File: config.mk
export PLATFORM = sky130hd
export DESIGN_NAME = sepc_core
export DESIGN_NICKNAME = d
export VERILOG_FILES = /design/src/sepc_pkg.sv /design/src/sepc_core.sv
export SDC_FILE = /design/constraint.sdc
export NUM_CORES = 2
export LEC_CHECK = 0
export BUFFER_PORTS_ARGS = -buffer_cell sky130_fd_sc_hd__buf_4
export CAP_MARGIN = 20
export CELL_PAD_IN_SITES_DETAIL_PLACEMENT = 0
export CELL_PAD_IN_SITES_GLOBAL_PLACEMENT = 1
export CORE_ASPECT_RATIO = 1.1
export CORE_MARGIN = 2
export CORE_UTILIZATION = 30
export CTS_CLUSTER_SIZE = 40
export DETAILED_ROUTE_END_ITERATION = 10
export PLACE_DENSITY_LB_ADDON = 0.05
export SETUP_SLACK_MARGIN = 0.1
export SLEW_MARGIN = 25
export SYNTH_ARGS = -nofsm -noshare
export SYNTH_HDL_FRONTEND = slang
export SYNTH_SLANG_ARGS = --single-unit
export TNS_END_PERCENT = 20
File: constraint.sdc
create_clock -name mclk -period 4 [get_ports mclk]
set_input_delay 0.6 -clock mclk [delete_from_list [all_inputs] [get_ports mclk]]
set_output_delay 0.6 -clock mclk [all_outputs]
set_load 0.02 [all_outputs]
File: src/sepc_pkg.sv
// Package of constants and types for the protected serial EEPROM controller
package sepc_pkg;

  // ****************************************
  // Array geometry
  // ****************************************
  localparam int ADDR_W      = 6;
  localparam int DATA_W      = 16;
  localparam int WORDS       = 64;
  localparam int PAGE_WORDS  = 4;
  localparam int HDR_BITS    = 8;
  localparam int PREG_BITS   = 9;

  // ****************************************
  // Opcodes and extended address codes
  // ****************************************
  localparam logic [1:0] OP_EXT   = 2'h0;
  localparam logic [1:0] OP_WRITE = 2'h1;
  localparam logic [1:0] OP_READ  = 2'h2;
  localparam logic [1:0] OP_PAGE  = 2'h3;
  localparam logic [1:0] EXT_LOCK = 2'h0;
  localparam logic [1:0] EXT_FILL = 2'h1;
  localparam logic [1:0] EXT_EN   = 2'h3;

  // ****************************************
  // Reset values and protect register codes
  // ****************************************
  localparam logic [5:0]  PREG_RESET = 6'h3f;
  localparam logic [5:0]  PREG_ALL   = 6'h3f;
  localparam logic [5:0]  PREG_FRZ   = 6'h00;
  localparam logic [15:0] MEM_RESET  = 16'hffff;

  // ****************************************
  // Timing
  // ****************************************
  localparam int CLK_MHZ        = 200;
  localparam int PROG_TIME_MS   = 10;                              // Ceiling on one programming cycle
  localparam int PROG_MAX_CYC   = PROG_TIME_MS * 1000 * CLK_MHZ;
  localparam int PROG_TIME_US   = 20;                              // Self-timed cycle length, inside the ceiling
  localparam int PROG_CYC       = PROG_TIME_US * CLK_MHZ;
  localparam int PROG_CNT_W     = 21;

  // ****************************************
  // Types
  // ****************************************
  typedef struct packed {
    logic sel;
    logic sclk;
    logic din;
    logic wen_pin;
    logic pre_pin;
  } sepc_pins_type;

  typedef enum logic [2:0] {
    ST_IDLE  = 3'b000,
    ST_HDR   = 3'b001,
    ST_DATA  = 3'b011,
    ST_READ  = 3'b010,
    ST_WAITS = 3'b110,
    ST_PROG  = 3'b111,
    ST_DONE  = 3'b101
  } sepc_state_type;

endpackage

File: src/sepc_core.sv
// Protected serial EEPROM instruction decoder, protect logic and self-timed programming
`timescale 1ns/1ps
module sepc_core (
  input  wire logic                    mclk,
  input  wire logic                    sys_rst,
  input  wire sepc_pkg::sepc_pins_type pins,
  output logic                         dout,
  output logic                         dout_en_n,
  output logic                         busy,
  output logic                         write_enabled,
  output logic [5:0]                   protect_addr,
  output logic                         protect_flag,
  output logic                         protect_locked
);
  import sepc_pkg::*;

  // ****************************************
  // Input synchronisers
  // ****************************************
  sepc_pins_type meta_reg;
  sepc_pins_type sync_reg;
  logic          sclk_d_reg;

  // Two flops on every pin, then edge history of the serial clock only
  always_ff @(posedge mclk or posedge sys_rst) begin
    if (sys_rst) begin
      meta_reg   <= '0;
      sync_reg   <= '0;
      sclk_d_reg <= 1'b0;
    end else begin
      meta_reg   <= pins;
      sync_reg   <= meta_reg;
      sclk_d_reg <= sync_reg.sclk;
    end
  end

  wire sel_s   = sync_reg.sel;
  wire rise    = sync_reg.sclk & ~sclk_d_reg;
  wire bit_in  = sync_reg.din;
  wire w_pin   = sync_reg.wen_pin;
  wire pr_pin  = sync_reg.pre_pin;

  // ****************************************
  // State
  // ****************************************
  sepc_state_type state_reg, state_next;
  logic [DATA_W-1:0] mem [WORDS];
  logic [7:0]        hdr_reg;
  logic [3:0]        hcnt_reg;
  logic [4:0]        bcnt_reg;
  logic [15:0]       sh_reg;
  logic [5:0]        addr_reg;
  logic [1:0]        pcnt_reg;
  logic [15:0]       pbuf_reg [PAGE_WORDS];
  logic              wen_reg;
  logic              unlock_reg;
  logic              armed_reg;
  logic              lock_reg;
  logic [5:0]        preg_reg;
  logic              pflag_reg;
  logic              dout_reg;
  logic              dvalid_reg;
  logic              is_preg_rd_reg;
  logic              fill_reg;
  logic              page_reg;
  logic              bad_reg;
  logic [2:0]        nwords_reg;
  logic [PROG_CNT_W-1:0] tcnt_reg;

  // Header decode
  wire [1:0] op    = hdr_reg[7:6];
  wire [1:0] ext   = hdr_reg[5:4];
  wire [5:0] haddr = hdr_reg[5:0];
  wire hdr_done    = (state_reg == ST_HDR) && rise && (hcnt_reg == 4'(HDR_BITS - 1));
  wire [7:0] hdr_full = {hdr_reg[6:0], bit_in};
  wire [1:0] f_op  = hdr_full[7:6];
  wire [1:0] f_ext = hdr_full[5:4];
  wire is_read     = f_op == OP_READ;
  wire is_data     = (f_op == OP_WRITE && !pr_pin) || f_op == OP_PAGE && !pr_pin
                     || (f_op == OP_EXT && f_ext == EXT_FILL && !pr_pin);
  wire prot_hit    = haddr >= preg_reg && !pflag_reg;
  wire data_done   = (state_reg == ST_DATA) && rise && (bcnt_reg == 5'd15);
  wire [15:0] din_word = {sh_reg[14:0], bit_in};
  wire tdone       = tcnt_reg == PROG_CNT_W'(PROG_CYC - 1);

  // Next state
  always_comb begin
    state_next = state_reg;
    unique case (state_reg)
      ST_IDLE:  if (sel_s && rise && bit_in) state_next = ST_HDR;
      ST_HDR:   if (!sel_s) state_next = ST_IDLE;
                else if (hdr_done) state_next = is_read ? ST_READ : is_data ? ST_DATA : ST_WAITS;
      ST_DATA:  if (!sel_s) state_next = ST_WAITS;
      ST_READ:  if (!sel_s) state_next = ST_IDLE;
      ST_WAITS: if (!sel_s) state_next = ST_IDLE;
      ST_PROG:  if (tdone) state_next = ST_DONE;
      ST_DONE:  if (!sel_s) state_next = ST_IDLE;
      default:  state_next = ST_IDLE;
    endcase
  end

  // Programming start decision on select fall
  wire sel_fall_ok = !sel_s && (state_reg == ST_DATA || state_reg == ST_WAITS);
  wire do_write    = op == OP_WRITE && !pr_pin && wen_reg && nwords_reg == 3'd1 && !prot_hit;
  wire do_page     = op == OP_PAGE && !pr_pin && wen_reg && nwords_reg != 3'd0 && !bad_reg;
  wire do_fill     = op == OP_EXT && ext == EXT_FILL && !pr_pin && wen_reg && nwords_reg != 3'd0
                     && pflag_reg;
  wire pcmd_ok     = pr_pin && w_pin && armed_reg && !lock_reg;
  wire do_pstore   = op == OP_WRITE && pcmd_ok && state_reg == ST_WAITS;
  wire do_perase   = op == OP_PAGE && haddr == PREG_ALL && pcmd_ok;
  wire do_pfreeze  = op == OP_EXT && haddr == PREG_FRZ && pcmd_ok;
  wire start_prog  = sel_fall_ok && w_pin && (do_write || do_page || do_fill || do_pstore
                     || do_perase || do_pfreeze);

  // Main sequencing
  always_ff @(posedge mclk or posedge sys_rst) begin
    if (sys_rst) begin
      state_reg <= ST_IDLE;
      hdr_reg <= '0; hcnt_reg <= '0; bcnt_reg <= '0; sh_reg <= '0;
      addr_reg <= '0; pcnt_reg <= '0; nwords_reg <= '0; bad_reg <= 1'b0;
      wen_reg <= 1'b0;
      unlock_reg <= 1'b0; lock_reg <= 1'b0;
      armed_reg <= 1'b0;
      preg_reg <= PREG_RESET; pflag_reg <= 1'b1;
      dout_reg <= 1'b1; dvalid_reg <= 1'b0; is_preg_rd_reg <= 1'b0;
      fill_reg <= 1'b0; page_reg <= 1'b0; tcnt_reg <= '0;
    end else begin
      state_reg <= start_prog ? ST_PROG : state_next;
      if (state_reg == ST_IDLE) begin
        hcnt_reg <= '0; bcnt_reg <= '0; nwords_reg <= '0; bad_reg <= 1'b0;
        dvalid_reg <= 1'b0; pcnt_reg <= '0;
      end
      // Header shift
      if (state_reg == ST_HDR && rise) begin
        hdr_reg  <= hdr_full;
        hcnt_reg <= hcnt_reg + 4'd1;
      end
      if (hdr_done) begin
        addr_reg <= hdr_full[5:0];
        // Any completed non-unlock instruction drops the protect unlock
        armed_reg  <= unlock_reg;                                     // Previous instruction was the unlock
        unlock_reg <= f_op == OP_EXT && f_ext == EXT_EN && pr_pin && w_pin && wen_reg;
        if (f_op == OP_EXT && f_ext == EXT_EN && !pr_pin && w_pin) wen_reg <= 1'b1;
        if (f_op == OP_EXT && f_ext == EXT_LOCK && !pr_pin) wen_reg <= 1'b0;
        if (is_read) begin
          is_preg_rd_reg <= pr_pin;
          sh_reg <= pr_pin ? {preg_reg, pflag_reg, 9'h000} : mem[hdr_full[5:0]];
          bcnt_reg <= '0;
          dout_reg <= 1'b0;
          dvalid_reg <= 1'b1;
        end
      end
      // Read shifting: change only after rising edge
      if (state_reg == ST_READ && rise) begin
        dout_reg <= sh_reg[15];
        sh_reg <= {sh_reg[14:0], 1'b0};
        if (bcnt_reg == 5'(is_preg_rd_reg ? PREG_BITS - 1 : DATA_W - 1)) begin
          bcnt_reg <= '0;
          addr_reg <= addr_reg + 6'd1;
          if (!is_preg_rd_reg) sh_reg <= mem[addr_reg + 6'd1];
        end else begin
          bcnt_reg <= bcnt_reg + 5'd1;
        end
      end
      // Data word capture
      if (state_reg == ST_DATA && rise) begin
        sh_reg <= din_word;
        bcnt_reg <= data_done ? 5'd0 : bcnt_reg + 5'd1;
      end
      if (data_done && nwords_reg != 3'(PAGE_WORDS)) begin
        pbuf_reg[pcnt_reg] <= din_word;
        nwords_reg <= nwords_reg + 3'd1;
        pcnt_reg <= pcnt_reg + 2'd1;
        if ({addr_reg[5:2], addr_reg[1:0] + pcnt_reg} >= preg_reg && !pflag_reg) bad_reg <= 1'b1;
      end
      // Programming start and commit
      if (start_prog) begin
        tcnt_reg <= '0;
        fill_reg <= do_fill;
        page_reg <= do_page || do_write;
        unlock_reg <= 1'b0;
        armed_reg <= 1'b0;
        if (do_pstore) begin preg_reg <= haddr; pflag_reg <= 1'b0; end
        if (do_perase) begin preg_reg <= PREG_ALL; pflag_reg <= 1'b1; end
        if (do_pfreeze) lock_reg <= 1'b1;
      end
      if (state_reg == ST_PROG) tcnt_reg <= tcnt_reg + PROG_CNT_W'(1);
      // Busy/ready on data out
      if (state_next == ST_DONE || state_reg == ST_DONE) dout_reg <= 1'b1;
      if (state_reg == ST_PROG) dout_reg <= 1'b0;
    end
  end

  // Array update, written at the end of the self-timed cycle
  always_ff @(posedge mclk) begin
    if (state_reg == ST_PROG && tdone) begin
      for (int i = 0; i < WORDS; i++) begin
        if (fill_reg) mem[i] <= pbuf_reg[0];
      end
      if (page_reg) begin
        for (int j = 0; j < PAGE_WORDS; j++) begin
          if (3'(j) < nwords_reg) mem[{addr_reg[5:2], addr_reg[1:0] + 2'(j)}] <= pbuf_reg[j];
        end
      end
    end
  end

  // ****************************************
  // Outputs
  // ****************************************
  wire show_rdy   = sel_s && (state_reg == ST_PROG || state_reg == ST_DONE);
  assign dout       = dout_reg;
  assign dout_en_n  = !((state_reg == ST_READ && dvalid_reg) || show_rdy);
  assign busy       = state_reg == ST_PROG;
  assign write_enabled  = wen_reg;
  assign protect_addr   = preg_reg;
  assign protect_flag   = pflag_reg;
  assign protect_locked = lock_reg;

  // ****************************************
  // Assertions
  // ****************************************
  property p_reset_disabled;
    @(posedge mclk) $fell(sys_rst) |-> !wen_reg;
  endproperty
  a_reset_disabled: assert property (p_reset_disabled) else $error("write enable set after reset");

  property p_dout_on_rise;
    @(posedge mclk) disable iff (sys_rst) (state_reg == ST_READ && !rise && $stable(state_reg)) |=> $stable(dout_reg);
  endproperty
  a_dout_on_rise: assert property (p_dout_on_rise) else $error("data out moved without clock rise");

  property p_prog_len;
    @(posedge mclk) disable iff (sys_rst) busy |-> tcnt_reg < PROG_CNT_W'(PROG_MAX_CYC);
  endproperty
  a_prog_len: assert property (p_prog_len) else $error("programming cycle too long");

  property p_busy_low;
    @(posedge mclk) disable iff (sys_rst) (busy && $past(busy)) |-> !dout;
  endproperty
  a_busy_low: assert property (p_busy_low) else $error("busy not shown low");

  property p_lock_sticky;
    @(posedge mclk) disable iff (sys_rst) lock_reg |=> lock_reg && $stable(preg_reg);
  endproperty
  a_lock_sticky: assert property (p_lock_sticky) else $error("locked protect register changed");

  property p_no_start_disabled;
    @(posedge mclk) disable iff (sys_rst) (start_prog && !pr_pin) |-> wen_reg;
  endproperty
  a_no_start_disabled: assert property (p_no_start_disabled) else $error("write started while disabled");

  property p_erase_flag;
    @(posedge mclk) disable iff (sys_rst) (start_prog && do_perase) |=> pflag_reg && preg_reg == PREG_ALL;
  endproperty
  a_erase_flag: assert property (p_erase_flag) else $error("protect erase failed");

  property p_store_flag;
    @(posedge mclk) disable iff (sys_rst) (start_prog && do_pstore) |=> !pflag_reg && preg_reg == $past(haddr);
  endproperty
  a_store_flag: assert property (p_store_flag) else $error("protect store failed");

  property p_pcmd_armed;
    @(posedge mclk) disable iff (sys_rst) (start_prog && pr_pin) |-> armed_reg && !lock_reg;
  endproperty
  a_pcmd_armed: assert property (p_pcmd_armed) else $error("protect command ran without unlock");

  property p_ready_high;
    @(posedge mclk) disable iff (sys_rst) (state_reg == ST_DONE && $past(state_reg) == ST_DONE) |-> dout;
  endproperty
  a_ready_high: assert property (p_ready_high) else $error("ready not shown high");

  property p_busy_ignore;
    @(posedge mclk) disable iff (sys_rst) (busy && $past(busy)) |-> $stable(wen_reg) && $stable(unlock_reg);
  endproperty
  a_busy_ignore: assert property (p_busy_ignore) else $error("bus activity taken while busy");

  c_read:  cover property (@(posedge mclk) state_reg == ST_READ && bcnt_reg == 5'd15);
  c_prog:  cover property (@(posedge mclk) state_reg == ST_DONE);
  c_freeze: cover property (@(posedge mclk) $rose(lock_reg));
  c_store: cover property (@(posedge mclk) start_prog && do_pstore);
endmodule

==> summary by stage <==
Floorplan
19 I/O pins were placed. In this run the horizontal extent of the chip is 503 um. The vertical die dimension is 553 um. The core box area is 272000 sq um. The area enclosed by the die boundary is 278000 sq um. The placement row count is 201. The starting utilization of the core area is 30.2%.

Global routing
The global route total overflow is 0. The initial antenna violation count is 60. The global router's overall resource usage is 40.6%. Entering global routing, the biggest net connects 68 pins. The via count of the first global-routing pass is 76800.

The first global-routing pass estimated 758000 um of wire.

Critical path
Along the worst path, the maximum fanout reaches 34. The worst path required time is 4.73 ns. In this design, the critical path's most frequently occurring cell is a31oi_1.

STA classifies the critical path endpoint as a flip-flop. The type of the worst setup path is reg2reg. The critical path data arrival time is 4.67 ns. The signal on the critical path passes through buf_12 -> and2_2 -> buf_6 -> nand2_1 -> and3_1 -> o21ai_0 -> a31oi_1 -> a211oi_1 -> a31oi_1. Among all stages on the critical path, the largest delay is contributed by o21ai_0. The largest delay contributor family on the critical path is compound AO/OA/AOI/OAI gates. The worst setup slack for register-to-register paths is 0.06 ns. The count of buffering cells on the critical path with inverters included is 2.

The startpoint class of the critical path is a flip-flop. The delay of the slowest cell on the worst path is 0.68 ns.

Yosys
The most frequently used flop master after synthesis is edfxtp_1. The number of flops mapped to enable cells by yosys is 1088. Counting distinct cell types in the post-synthesis netlist gives 76. Sorting the synthesized cells by area gives the leading types as edfxtp_1, mux4_2, nand2_1, o22ai_1, o31ai_1. The mapped netlist covers 82100 sq um. The flop and latch count out of synthesis is 1184. The biggest area contributor in the post-synthesis netlist is edfxtp_1.

The synthesized instance count is 8433. The top-area cell type share of the netlist area is 39.8%. The number of nets in the synthesized netlist is 8464. For this run, the register share of the synthesized area comes to 42.7%. The per-instance average area after synthesis is 9.74 sq um. The fraction of synthesis flops using an asynchronous set or reset pin is 8.11%. For this run, the number of Yosys warnings is 0.

Finish
In the final layout, flip-flops and latches occupy 35100 sq um. The area growth from synthesis to layout is 16.5%. The final instance area is 95700 sq um. The register with the most flip-flops in the layout has 1024 of them.

The net count of the finished layout is 8381. The combined area of the multi-input logic cells is 42700 sq um. Counting the fill cells in the layout gives 27200. Measured on the finished design, the core utilization comes to 35.1%. In the final layout, the share of cells above drive strength 1 is 21.2%.

Detailed routing
After detailed routing, the number of vias per cell comes to 6.83. The total vias in the final route is 83100. The detailed router finished its first iteration with 13100 violations. The detailed-route wire length per cell is 47.9 um. The routed wire length is 582000 um.

The number of optimization iterations in the first detailed-route pass is 6. The final antenna-violating net count is 0. For this run, design rule violations remaining after detail routing come to 0.

Place
The worst setup timing slack at the placement stage is -0.543 ns. The half-perimeter wire length of the detailed placement result is 378000 um. During placement, the flow inserted port buffers numbering 18. The routability-driven placement congestion ratio is 1.07.

The total placed instance area is 89900 sq um.

Clock tree
The total clock sinks is 1184. The later pin in the worst-skew pair is clocked with a latency of 0.91 ns. The maximum buffer depth of the clock tree is 4. The clock root buffer is clkbuf_16. The TritonCTS clock tree is yes. Clock tree synthesis inserted a total of 171 buffers. After clock tree synthesis, the clock-pin slew on the worst setup and hold paths is 0.06 ns. The H-tree was split into 4 levels.

Timing
The max-slew violation count is 0. On the final layout, the worst clock skew is 0.0650 ns. The final critical path takes up 98.5% of the cycle.

After routing, the total negative slack on setup checks comes to 0 ns. Setup repair after global routing left no endpoint under its margin. The shortest period the worst path allows is 3.94 ns. The final worst setup slack is 0.0611 ns. The tightest slew margin relative to the limit is 18.6%.

Setup violations remaining at the end of the flow were counted as 0. Across all hold checks on the routed design, the worst slack comes to 0.355 ns. The final hold violation count is 0. The highest achievable clock rate is 254 MHz.

The actual slew at the worst max-slew pin is 1.22 ns.

Hold path
The worst hold path belongs to the class in2reg.

Power
Dividing total power by cell area gives a power density of 323 nW/um^2. The static power due to leakage is 28.3 nW. The worst ir drop on vdd is 0.000301 V.

Status
The run finished with clean final reports.

Flow run
The max-cap violation count is 0.
==> stage by stage <==
step                instances  total power [mW]
floorplan                8433              14.3
global placement        11800              15.1
detailed placement      11800              15.1
CTS                     12100              30.9
global route            12100              31.3
finish                  12200              30.9
==> cells in the mapped netlist, types with 6 or more instances <==
cell type and instances:
nand2_1 1772, edfxtp_1 1088, o22ai_1 974, clkbuf_1 772
nor2_1 634, mux4_2 508, a31oi_1 495, o31ai_1 449
mux2i_1 225, o21ai_0 188, buf_2 174, a21oi_1 128
nand3_1 102, dfrtp_1 88, nor3_1 82, o221ai_1 78
buf_1 77, buf_4 49, and2_1 38, a22oi_1 37
and3_1 35, inv_1 29, or3_1 28, buf_6 27
o21ai_1 27, nand4_1 26, ha_1 24, a221oi_1 21
o211ai_1 21, nor2b_1 18, nor2_4 17, nor2_2 16
nand2b_1 14, and2_0 13, mux2_2 13, nand2_2 12
a21o_1 9, a211oi_1 8, dfstp_2 8, xor2_1 8
a22o_1 7, nor4_1 7, a2111oi_0 6, xnor2_1 6
==> worst paths after layout <==
kind / from / end / cells after the start
worst max register to register: hdr_reg[0] / sh_reg[12] / 9
min in group asynchronous: sys_rst / sclk_d_reg / 3
worst max-delay path: hdr_reg[0] / sh_reg[12] / 9
worst min-delay path: pins[0] / meta_reg[0] / 2
max in group asynchronous: sys_rst / bit_in / 4
worst min register to register: meta_reg[0] / pr_pin / 0
==> report_power, final <==
group	internal (mW)	total, mW	switching (mW)
Clock	9.38	15.9	6.56
Combinational	0.476	1.54	1.06
Sequential	13.3	13.4	0.0552
==> placed cells by master, fill, tap and decap left out, drive strengths merged, types with 103 or more instances in the layout <==
cell | netlist | routed
mux2i | 225 | 225
edfxtp | 1088 | 1088
o21ai | 215 | 215
mux4 | 509 | 509
nand3 | 103 | 103
nand2 | 1784 | 1784
clkbuf | 772 | 225
o31ai | 449 | 449
a21oi | 128 | 128
nor2 | 667 | 667
a31oi | 495 | 495
buf | 327 | 836
o22ai | 974 | 974
==> cell type report <==
class	count	area share, %
diodes	37	0.0967
clock buffers	224	4.87
multi-input cells	6118	44.6
repair buffers	843	7.90
clock inverters	80	0.906
inverters	32	0.128
flip-flops and latches	1184	36.7
well taps	3654	4.78
==> cell families after synthesis <==
family,after synthesis,synth area share [%]
buffers and inverters,1131,5.90
multiplexers,747,16.9
flip-flops,1184,42.7
adder cells (fa/ha/maj),24,0.366
AO/OA/AOI/OAI,2487,19.7
AND/OR/NAND/NOR,2846,14.3
XOR/XNOR,14,0.149
==> worst register-to-register path, cell delays in order, from the launching register on <==
cell and delay (ns):
dfrtp_4 0.59, buf_12 0.30, and2_2 0.42, buf_6 0.46, nand2_1 0.49, and3_1 0.31, o21ai_0 0.68, a31oi_1 0.24
a211oi_1 0.22, a31oi_1 0.11
==> routing by layer <==
layer / up-vias / wire length [um] / part of all wire, % / track usage (%)
met4: 4 / 49500 / 8.5 / 28.3
li1: 32400 / - / - / -
met2: 6322 / 257000 / 44 / 61.7
met5: - / 63 / 0.011 / 0
met3: 1469 / 58200 / 10 / 9.30
met1: 42900 / 218000 / 37 / 51.0
==> what timing repair did <==
item                                    4_1_cts  5_1_grt
endpoints found under the setup margin        6       81
gates cloned                                  0        0
buffers inserted                              4        2
endpoints found under the hold margin        44        0
gates resized for setup                       5        8
hold buffers                                  6        0
Power figures use the tool's default switching activity.
